**config.mk**
```make
export PLATFORM = sky130hd
export DESIGN_NAME = tsd_trim_and_swap_delay_regs
export DESIGN_NICKNAME = d
export VERILOG_FILES = /design/src/rtl/tsd_pkg.sv /design/src/rtl/tsd_trim_and_swap_delay_regs.sv
export SDC_FILE = /design/constraint.sdc
export NUM_CORES = 1
export LEC_CHECK = 0
export BUFFER_PORTS_ARGS = -buffer_cell sky130_fd_sc_hd__buf_4
export CORE_MARGIN = 8
export CORE_UTILIZATION = 50
export DETAILED_ROUTE_END_ITERATION = 7
export GPL_TIMING_DRIVEN = 0
export PLACE_DENSITY = 0.86
export SYNTH_ARGS = -nofsm -noshare
export SYNTH_HDL_FRONTEND = slang
export SYNTH_SLANG_ARGS = --single-unit
```
**constraint.sdc**
```tcl
create_clock -name clk_i -period 2.2 [get_ports clk_i]
set_clock_uncertainty 0.05 [all_clocks]
set_input_delay 0.11 -clock clk_i [delete_from_list [all_inputs] [get_ports clk_i]]
set_output_delay 0.11 -clock clk_i [all_outputs]
set_load 0.01 [all_outputs]
```
**src/rtl/tsd_pkg.sv**
```systemverilog
// package: offsets and layouts of the trim and swap delay registers, reset values of the swap delay registers
package tsd_pkg;
   // ----------------------------------------------------------------
   // register indices (printed offsets are not all multiples of four)
   // ----------------------------------------------------------------
   localparam logic [9:0] IDX_CORE_GAIN_TRIM  = 10'h07a;
   localparam logic [9:0] IDX_REFERENCE_TRIM  = 10'h07c;
   localparam logic [9:0] IDX_TERM_TRIM_A     = 10'h07e;
   localparam logic [9:0] IDX_TERM_TRIM_B     = 10'h07f;
   localparam logic [9:0] IDX_TERM_TRIM_C     = 10'h080;
   localparam logic [9:0] IDX_TERM_TRIM_D     = 10'h081;
   localparam logic [9:0] IDX_SWAP_OVERLAP    = 10'h09a;
   localparam logic [9:0] IDX_OUTPUT_SEL_DLY  = 10'h09b;
   localparam int         NUM_INPUTS          = 4;
   // ----------------------------------------------------------------
   // field widths and reset values
   // ----------------------------------------------------------------
   localparam int         REF_TRIM_W          = 4;
   localparam int         DLY_W               = 5;
   localparam logic [4:0] SWAP_OVERLAP_RST    = 5'h08;
   localparam logic [4:0] OUTPUT_SEL_DLY_RST  = 5'h07;
   localparam logic [6:0] OVERLAP_BASE_CYC    = 7'h04;
   // ----------------------------------------------------------------
   // factory fuse values carried together
   // ----------------------------------------------------------------
   typedef struct packed {
      logic [7:0]                  gain;
      logic [3:0]                  reference;
      logic [NUM_INPUTS-1:0][7:0]  termination;
   } tsd_fuse_t;
   // wishbone request as seen by the slave
   typedef struct packed {
      logic        cyc;
      logic        stb;
      logic        we;
      logic [11:0] adr;
      logic [3:0]  sel;
      logic [31:0] dat;
   } tsd_wb_req_t;
endpackage : tsd_pkg

```
**src/rtl/tsd_trim_and_swap_delay_regs.sv**
```systemverilog
// trim and swap delay register bank behind a classic wishbone slave
//
// Contract
// - trims reset from fuses; software reads, overwrites
// - 8-bit gain trim drives all cores
// - 4-bit reference trim in low bits
// - four 8-bit termination trims, one per input
// - swap overlap lasts four plus twice setting
// - overlap delay 5-bit, 0..31, reset 0x08
// - select delayed by setting, only during swaps
// - select delay 5-bit, 0..31, reset 0x07
//
// Register access over Wishbone was chosen for this implementation.
`timescale 1ns/100ps
module tsd_trim_and_swap_delay_regs
   import tsd_pkg::*;
(
   input  wire logic                     clk_i,
   input  wire logic                     rst_i,
   input  wire tsd_wb_req_t              wb_req_i,
   output logic                          wb_ack_o,
   output logic [31:0]                   wb_dat_o,
   input  wire tsd_fuse_t                fuse_i,
   input  wire logic                     swap_start_i,
   input  wire logic                     mux_sel_i,
   output logic [7:0]                    gain_trim_o,
   output logic [3:0]                    reference_trim_o,
   output logic [NUM_INPUTS-1:0][7:0]    termination_trim_o,
   output logic                          swap_overlap_o,
   output logic                          mux_sel_o
);
   // ----------------------------------------------------------------
   // register storage
   // ----------------------------------------------------------------
   logic [7:0]                   gain_q;
   logic [3:0]                   ref_q;
   logic [NUM_INPUTS-1:0][7:0]   term_q;
   logic [4:0]                   overlap_q;
   logic [4:0]                   seldly_q;
   logic                         load_q;
   logic                         ack_q;
   logic [31:0]                  rdat_q;
   logic                         wr_en;
   logic [9:0]                   idx;

   function automatic logic hit(input logic [9:0] a, input logic [9:0] b);
      hit = (a == b);
   endfunction : hit

   assign idx   = wb_req_i.adr[11:2];
   assign wr_en = wb_req_i.cyc && wb_req_i.stb && wb_req_i.we && !ack_q && wb_req_i.sel[0];

   // ----------------------------------------------------------------
   // wishbone: ack one cycle after request, dropped the next
   // ----------------------------------------------------------------
   always_ff @(posedge clk_i) begin
      if (rst_i) begin
         ack_q <= 1'b0;
      end else begin
         ack_q <= wb_req_i.cyc && wb_req_i.stb && !ack_q;
      end
   end
   assign wb_ack_o = ack_q;

   // fuse values are caught on the first clock after reset release, not under reset
   always_ff @(posedge clk_i) begin
      if (rst_i) begin
         load_q <= 1'b1;
      end else begin
         load_q <= 1'b0;
      end
   end

   // ----------------------------------------------------------------
   // trim registers
   // ----------------------------------------------------------------
   always_ff @(posedge clk_i) begin
      if (rst_i) begin
         gain_q <= 8'h00;
         ref_q  <= 4'h0;
      end else if (load_q) begin
         gain_q <= fuse_i.gain;
         ref_q  <= fuse_i.reference;
      end else if (wr_en) begin
         if (hit(idx, IDX_CORE_GAIN_TRIM)) gain_q <= wb_req_i.dat[7:0];
         if (hit(idx, IDX_REFERENCE_TRIM)) ref_q <= wb_req_i.dat[3:0];
      end
   end

   genvar g;
   generate
      for (g = 0; g < NUM_INPUTS; g++) begin : g_term
         always_ff @(posedge clk_i) begin
            if (rst_i) begin
               term_q[g] <= 8'h00;
            end else if (load_q) begin
               term_q[g] <= fuse_i.termination[g];
            end else if (wr_en && hit(idx, IDX_TERM_TRIM_A + 10'(g))) begin
               term_q[g] <= wb_req_i.dat[7:0];
            end
         end
      end
   endgenerate

   // ----------------------------------------------------------------
   // swap delay registers
   // ----------------------------------------------------------------
   always_ff @(posedge clk_i) begin
      if (rst_i) begin
         overlap_q <= SWAP_OVERLAP_RST;
         seldly_q  <= OUTPUT_SEL_DLY_RST;
      end else if (wr_en) begin
         // reserved bits are not stored; software writing defaults keeps them zero
         if (hit(idx, IDX_SWAP_OVERLAP)) overlap_q <= wb_req_i.dat[4:0];
         if (hit(idx, IDX_OUTPUT_SEL_DLY)) seldly_q <= wb_req_i.dat[4:0];
      end
   end

   // ----------------------------------------------------------------
   // read mux
   // ----------------------------------------------------------------
   always_ff @(posedge clk_i) begin
      if (rst_i) begin
         rdat_q <= 32'h0000_0000;
      end else if (wb_req_i.cyc && wb_req_i.stb && !wb_req_i.we && !ack_q) begin
         rdat_q <= 32'h0000_0000;
         if (hit(idx, IDX_CORE_GAIN_TRIM)) rdat_q <= {24'h000000, gain_q};
         if (hit(idx, IDX_REFERENCE_TRIM)) rdat_q <= {28'h0000000, ref_q};
         for (int i = 0; i < NUM_INPUTS; i++) begin
            if (hit(idx, IDX_TERM_TRIM_A + 10'(i))) rdat_q <= {24'h000000, term_q[i]};
         end
         if (hit(idx, IDX_SWAP_OVERLAP)) rdat_q <= {27'h0000000, overlap_q};
         if (hit(idx, IDX_OUTPUT_SEL_DLY)) rdat_q <= {27'h0000000, seldly_q};
      end
   end
   assign wb_dat_o = rdat_q;

   // trims act on the analog controls directly, no commit stage
   assign gain_trim_o        = gain_q;
   assign reference_trim_o   = ref_q;
   assign termination_trim_o = term_q;

   // ----------------------------------------------------------------
   // background swap timing
   // ----------------------------------------------------------------
   logic [6:0]  ovl_cnt_q;
   logic [5:0]  sel_cnt_q;
   logic        sel_pend_q;
   logic        mux_q;

   // overlap window of 4 + 2*setting cycles; setting captured at swap start
   always_ff @(posedge clk_i) begin
      if (rst_i) begin
         ovl_cnt_q <= 7'h00;
      end else if (swap_start_i) begin
         ovl_cnt_q <= OVERLAP_BASE_CYC + {1'b0, overlap_q, 1'b0};
      end else if (ovl_cnt_q != 7'h00) begin
         ovl_cnt_q <= ovl_cnt_q - 7'h01;
      end
   end
   assign swap_overlap_o = (ovl_cnt_q != 7'h00);

   // select change during a swap waits setting cycles; outside swaps it passes at once
   always_ff @(posedge clk_i) begin
      if (rst_i) begin
         mux_q      <= 1'b0;
         sel_pend_q <= 1'b0;
         sel_cnt_q  <= 6'h00;
      end else if (swap_overlap_o && mux_sel_i != mux_q) begin
         if (!sel_pend_q) begin
            sel_pend_q <= 1'b1;
            sel_cnt_q  <= {1'b0, seldly_q};
            if (seldly_q == 5'h00) begin
               mux_q      <= mux_sel_i;
               sel_pend_q <= 1'b0;
            end
         end else if (sel_cnt_q <= 6'h01) begin
            mux_q      <= mux_sel_i;
            sel_pend_q <= 1'b0;
         end else begin
            sel_cnt_q <= sel_cnt_q - 6'h01;
         end
      end else begin
         mux_q      <= mux_sel_i;
         sel_pend_q <= 1'b0;
      end
   end
   assign mux_sel_o = mux_q;
endmodule : tsd_trim_and_swap_delay_regs

```
==> qor.txt, run 1 <==
PD cells -> 554 nW/um^2
Final Max Slew Viols -> 0
post-route ant nets -> 0
IO Pins -> 178
max cap viols -> 0
WS Path Type -> in2reg
Slew @ Worst Pin -> 0.773 ns
gpl congestion -> 0.969
CTS tree -> done
Starting Density -> 51.6%
synthesis-stage register bit count -> 79
worst path required time -> 2.36 ns
Final Setup Violations -> 0
First-pass DRT Iterations -> 6
post-layout min period -> 2.12 ns
Clk pin slew, worst setup/hold paths -> 0.09 ns
Final Hold Viols -> 0
top achievable clock speed -> 471 MHz
setup bufs post-CTS -> 0
Crit-path slowest cell -> buf_1
worst vdd ir -> 0.335 mV
capture point of the worst reg-to-reg path -> sel_cnt_q[5]
Buf/Inv on CP -> 5
worst path cell trace -> dlygate4sd3_1 > buf_4 > clkbuf_1 > buf_1 > clkbuf_1 > a21oi_1
leakage -> 2.56 nW
Seq/Total Area, Yosys -> 33.0%
Core Area -> 9280 sq um
CTS Buffer Depth -> 2
die height -> 114 um
number of CTS-inserted buffers -> 9
H-tree level count -> 3
fin crit share -> 96.5%
RSZ-0062 raised after global routing -> false
Worst Hold Slack -> 0.0119 ns
min-delay worst type -> in2reg
Placed Area -> 5960 sq um
share of synthesized registers carrying an async set or reset -> 0%
clock latency on the worst-skew pair -> 0.36 ns
share of cells above drive strength 1 -> 25.7%
startpoint types -> input port
antenna violations before repair -> 0
die area -> 13000 sq um
HP Start -> fuse_i[34]
area grow syn2layout -> 34.2%
Root Driver -> clkbuf_8
Starting DRT DRC Count -> 594
Critical Path Max Stage Delay -> 0.64 ns
DP HPWL -> 14200 um
Setup crit end kind -> flip-flop
mean area per synthesized cell -> 8.19 sq um
die span in x -> 114 um
Post-Synthesis Cell Area -> 4790 sq um
DP Worst Slack -> 0.0759 ns
GRT Resource Usage Total -> 28.8%
library cells used by synthesis -> 69
Final TNS setup -> 0 ns
drt via density -> 6.26
worst reg2reg path startpoint -> sel_cnt_q[0]
final worst slack -> 0.0771 ns
CP arrival -> 2.29 ns
first-pass GRT wire length -> 29600 um
CP most frequent cell -> clkbuf_1
hold path depth -> 3
Crit path max-delay family -> buffers and inverters
worst r2r path cells -> 6
Design Area, Final -> 6420 sq um
I/O Buffers -> 123
DRC Markers -> 0
Syn Inst Count -> 585
largest net degree at the start of global routing -> 14
drt total wl -> 19300 um
Slew headroom -> 48.4%
Yosys warnings -> 0
cell total after placement -> 860
vias in the first global route -> 5509
Wirelength per Cell -> 21.4 um
Hold EP -> reference_trim_o[2]
fin cells -> 903
Primary FF master, synth -> dfxtp_1
R2R Setup Slk -> 0.17 ns
Total Power Consumption -> 3.56 mW
Finished Core Util -> 69.2%
number of synthesized flops with an enable pin -> 0
via count -> 5655
CP max FO -> 10
fin nets -> 872
# clock sinks -> 79
GRT overflow -> 0
number of antenna diodes -> 0
status -> completed
std cell rows -> 35
## how the worst max path moves through the flow
stage / from / end / slack (ns) / cells past startpoint
4_1_cts: wb_ack_o / termination_trim_o[10] / 0.05 / 5
3_3_place_gp: wb_ack_o / termination_trim_o[10] / 0.13 / 5
2_1_floorplan: wb_ack_o / termination_trim_o[10] / 0.40 / 5
3_5_place_dp: wb_ack_o / termination_trim_o[10] / 0.08 / 5
6_report: rst_i / seldly_q[3] / 0.08 / 6
5_1_grt: rst_i / gain_trim_o[0] / 0.03 / 6
## state kept, by name, indices dropped and copies added (netlist names), 4 cells and up
signal	flops
seldly_q	5
termination_trim_o	32
ovl_cnt_q	7
sel_cnt_q	6
gain_trim_o	8
reference_trim_o	4
overlap_q	5
wb_dat_o	8
## where the power goes
group	internal, mW	switching [mW]	leakage [nW]
clock	0.405	0.579	0.0781
sequential	1.53	0.101	0.652
combinational	0.426	0.524	1.83
## worst register-to-register path, stage by stage (launching register included)
cell,delay [ns]
dfxtp_1,0.39
inv_1,0.09
ha_1,0.26
o21bai_1,0.28
o21a_1,0.20
or3b_2,0.45
o32ai_1,0.23
## layout by cell type, fill, tap and decap left out, types with 19 or more instances in the layout
cell	n
buf_4	147
dfxtp_1	79
o21ai_0	49
inv_1	44
clkbuf_1	33
nor2_1	33
a31oi_1	32
dlygate4sd3_1	27
a221oi_1	25
conb_1	24
nor2b_1	23
a211oi_1	22
nand2_1	19
## synthesized netlist by cell type (3+ instances only)
cell type	number	area share, %
a2111oi_0	12	2.2
a2111oi_2	8	2.5
a211oi_1	22	3.4
a21oi_1	18	1.9
a221oi_1	25	4.6
a311oi_1	5	0.91
a31oi_1	32	4.2
and3_1	3	0.39
buf_1	3	0.24
buf_2	4	0.42
buf_4	24	3.8
clkbuf_1	32	2.5
dfxtp_1	79	33
ha_1	4	1.0
inv_1	44	3.4
mux2i_1	5	1.0
nand2_1	19	1.5
nand2b_1	4	0.52
nand3_1	17	1.8
nand4_1	6	0.78
nor2_1	34	2.7
nor2b_1	23	3.0
nor3_1	8	0.84
nor3_2	3	0.63
nor4_1	9	1.2
o211ai_1	3	0.47
o21ai_0	49	5.1
o221ai_1	3	0.55
o22ai_1	4	0.52
o31ai_1	6	0.94
o32ai_1	6	1.1
or3_1	10	1.3
or3b_2	6	1.1
or4_1	5	0.78
xnor2_1	4	0.73
## layer usage
metal,GRT usage [%],vias to the layer above,part of all wire [%]
met5,0,-,0
met4,15.0,0,4.8
met3,7.77,84,11
met2,46.5,399,46
met1,34.1,2617,38
li1,-,2555,-
## cell type report
cell class	count	area, sq um
Buffer	65	353
Multi-Input combinational cell	420	2800
Clock inverter	6	37.5
Timing Repair Buffer	150	1190
Fill cell	766	2860
Clock buffer	10	128
Tap cell	129	161
Sequential cell	79	1580
Inverter	44	165
## logic make-up after synthesis
kind of cell / count (synthesis) / share of synthesized area (%)
AOI/OAI and AO/OA: 206 / 30.7
and+or+nand+nor: 175 / 22.2
buffers and inverters: 109 / 10.8
DFF: 79 / 33.0
xor gates and xnor gates: 6 / 1.10
muxes: 5 / 1.05
adders and majority gates: 4 / 1.05
other: 1 / 0.0783
## repair_timing
| action | in CTS | in global routing |
|---|---|---|
| gates resized for setup | 0 | 5 |
| hold endpoints to repair | 27 | 0 |
| endpoints found under the setup margin | 0 | 15 |
| hold buffers | 27 | 0 |
No activity file was read; power rests on OpenSTA's default activity.
==> run 2: changes to the inputs <==
--- a/config.mk
+++ b/config.mk
@@ -11,6 +11,7 @@
 export DETAILED_ROUTE_END_ITERATION = 7
 export GPL_TIMING_DRIVEN = 0
 export PLACE_DENSITY = 0.86
+export REMOVE_ABC_BUFFERS = 1
 export SYNTH_ARGS = -nofsm -noshare
 export SYNTH_HDL_FRONTEND = slang
 export SYNTH_SLANG_ARGS = --single-unit
==> qor.txt, run 2 (synthesis gave the netlist of run 1 again) <==
fin crit share -> 93.1% (-3.3 points)
Finished Core Util -> 66.4% (-2.8 points)
cell total after placement -> 797 (-7.3%)
Crit path max-delay family -> simple AND/OR/NAND/NOR gates
Final Setup Violations -> 0 (unchanged)
PD cells -> 584 nW/um^2 (+5.3%)
DP HPWL -> 11900 um (-16%)
most frequent cells in the layout -> buf_4 (127), dfxtp_1 (78), o21ai_0 (49)
share of cells above drive strength 1 -> 25.1% (-0.57 points)
Buf/Inv on CP -> 0 (-5)
# clock sinks -> 79 (unchanged)
worst r2r path cells -> 4 (-2)
Design Area, Final -> 6170 sq um (-4.0%)
DRC Markers -> 0 (unchanged)
Crit-path slowest cell -> nor3_4
GRT overflow -> 0 (unchanged)
leakage -> 2.40 nW (-6.1%)
hold path depth -> 3 (unchanged)
fin cells -> 842 (-6.8%)
Setup crit end kind -> flip-flop
clock latency on the worst-skew pair -> 0.36 ns (about the same)
First-pass DRT Iterations -> 5 (-1)
worst path required time -> 2.35 ns (about the same)
top achievable clock speed -> 488 MHz (+3.6%)
max reg flops -> 32 (unchanged)
Final TNS setup -> 0 ns (unchanged)
number of CTS-inserted buffers -> 9 (unchanged)
WS Path Type -> reg2reg
vias in the first global route -> 5218 (-5.3%)
CP arrival -> 2.20 ns (-0.09 ns)
max cap viols -> 0 (unchanged)
Total Power Consumption -> 3.60 mW (+1.1%)
Core Area -> 9280 sq um (unchanged)
drt total wl -> 16500 um (-15%)
Slew headroom -> 46.4% (-2.1 points)
Critical Path Max Stage Delay -> 0.46 ns (-0.18 ns)
area grow syn2layout -> 28.8%
IO Pins -> 178 (unchanged)
I/O Buffers -> 124 (+0.81%)
most common cell after layout, fill and taps aside -> buf_4
min-delay worst type -> in2reg
Hold EP -> termination_trim_o[6]
Filler cells -> 761 (-0.65%)
gpl congestion -> 0.953 (-1.7%)
die area -> 13000 sq um (unchanged)
Slew @ Worst Pin -> 0.805 ns (+0.0312 ns)
Starting DRT DRC Count -> 514 (-13%)
Placed Area -> 5640 sq um (-5.4%)
worst path cell trace -> nand3b_2 > nor3_4 > and2_0 > a2111oi_0
status -> completed
R2R Setup Slk -> 0.15 ns (-0.02 ns)
Final Max Slew Viols -> 0 (unchanged)
CTS Buffer Depth -> 2 (unchanged)
startpoint types -> flip-flop
worst reg2reg path startpoint -> wb_ack_o
HP Start -> fuse_i[6]
fin nets -> 810 (-7.1%)
die height -> 114 um (unchanged)
CP max FO -> 9 (-1)
GRT Resource Usage Total -> 24.7% (-4.1 points)
die span in x -> 114 um (unchanged)
drt via density -> 6.31 (+0.80%)
worst vdd ir -> 0.357 mV (+6.5%)
post-layout min period -> 2.05 ns (-0.0737 ns)
post-route ant nets -> 0 (unchanged)
Root Driver -> clkbuf_8
Final Hold Viols -> 0 (unchanged)
first-pass GRT wire length -> 26300 um (-11%)
H-tree level count -> 3 (unchanged)
antenna violations before repair -> 0 (unchanged)
Starting Density -> 51.6% (unchanged)
multi-input logic area -> 2820 sq um (+0.71%)
via count -> 5315 (-6.0%)
area occupied by registers -> 1580 sq um (about the same)
largest net degree at the start of global routing -> 72 (+58)
capture point of the worst reg-to-reg path -> termination_trim_o[7]
std cell rows -> 35 (unchanged)
CTS tree -> done
RSZ-0062 raised after global routing -> false
Wirelength per Cell -> 19.6 um (-8.7%)
Clk pin slew, worst setup/hold paths -> 0.09 ns (about the same)
run 2: worst min-delay path, delay by kind of cell:
kind	cells	cell delay, ns
buffers and inverters	1	0.11
AOI/OAI and AO/OA	1	0.06
and+or+nand+nor	1	0.09
run 2: layout make-up:
class / count / share of cell area, %
clock inverters: 7 / 1.20
well taps: 129 / 2.62
repair buffers: 153 / 20.0
inverters: 44 / 2.68
clock buffers: 9 / 2.01
multi-input cells: 420 / 45.8
diodes: 1 / 0.0406
flip-flops and latches: 79 / 25.7
run 2: metrics by stage:
step	hold slack [ns]	setup WS [ns]
after global placement	0.327	-0.972
final	0.00431	0.151
after CTS	0.00311	0.0244
after detailed placement	0.339	-0.282
after global routing	0.0143	0.00501
after floorplan	0.0877	-0.242
run 2: how the worst max path moves through the flow:
stage	start	slack (ns)	cells after the start	endpoint
2_1_floorplan	load_q	-0.24	2	reference_trim_o[3]
3_3_place_gp	load_q	-0.97	2	reference_trim_o[0]
3_5_place_dp	wb_req_i[43]	-0.28	5	termination_trim_o[18]
4_1_cts	wb_ack_o	0.02	4	gain_trim_o[2]
5_1_grt	wb_ack_o	0.005	4	gain_trim_o[2]
6_report	wb_ack_o	0.15	4	termination_trim_o[7]
run 2: power by group:
part | total (mW) | switching (mW) | internal [mW]
registers | 1.63 | 0.108 | 1.53
clock network | 1.11 | 0.581 | 0.526
logic | 0.859 | 0.468 | 0.390
total | 3.60 | 1.16 | 2.44
run 2: layer usage:
metal / vias to the layer above / part of all wire (%) / global-route usage [%]
met3: 50 / 11 / 7.61
met5: - / 0 / 0
met2: 367 / 45 / 39.0
met1: 2473 / 41 / 30.6
met4: 0 / 2.5 / 9.49
li1: 2425 / - / -
run 2: repair_timing:
action	in CTS	in global routing
gates resized for setup	3	4
pin swaps	0	3
setup endpoints to repair	24	51
buffers inserted	0	4
hold endpoints to repair	24	0
hold buffers	24	0
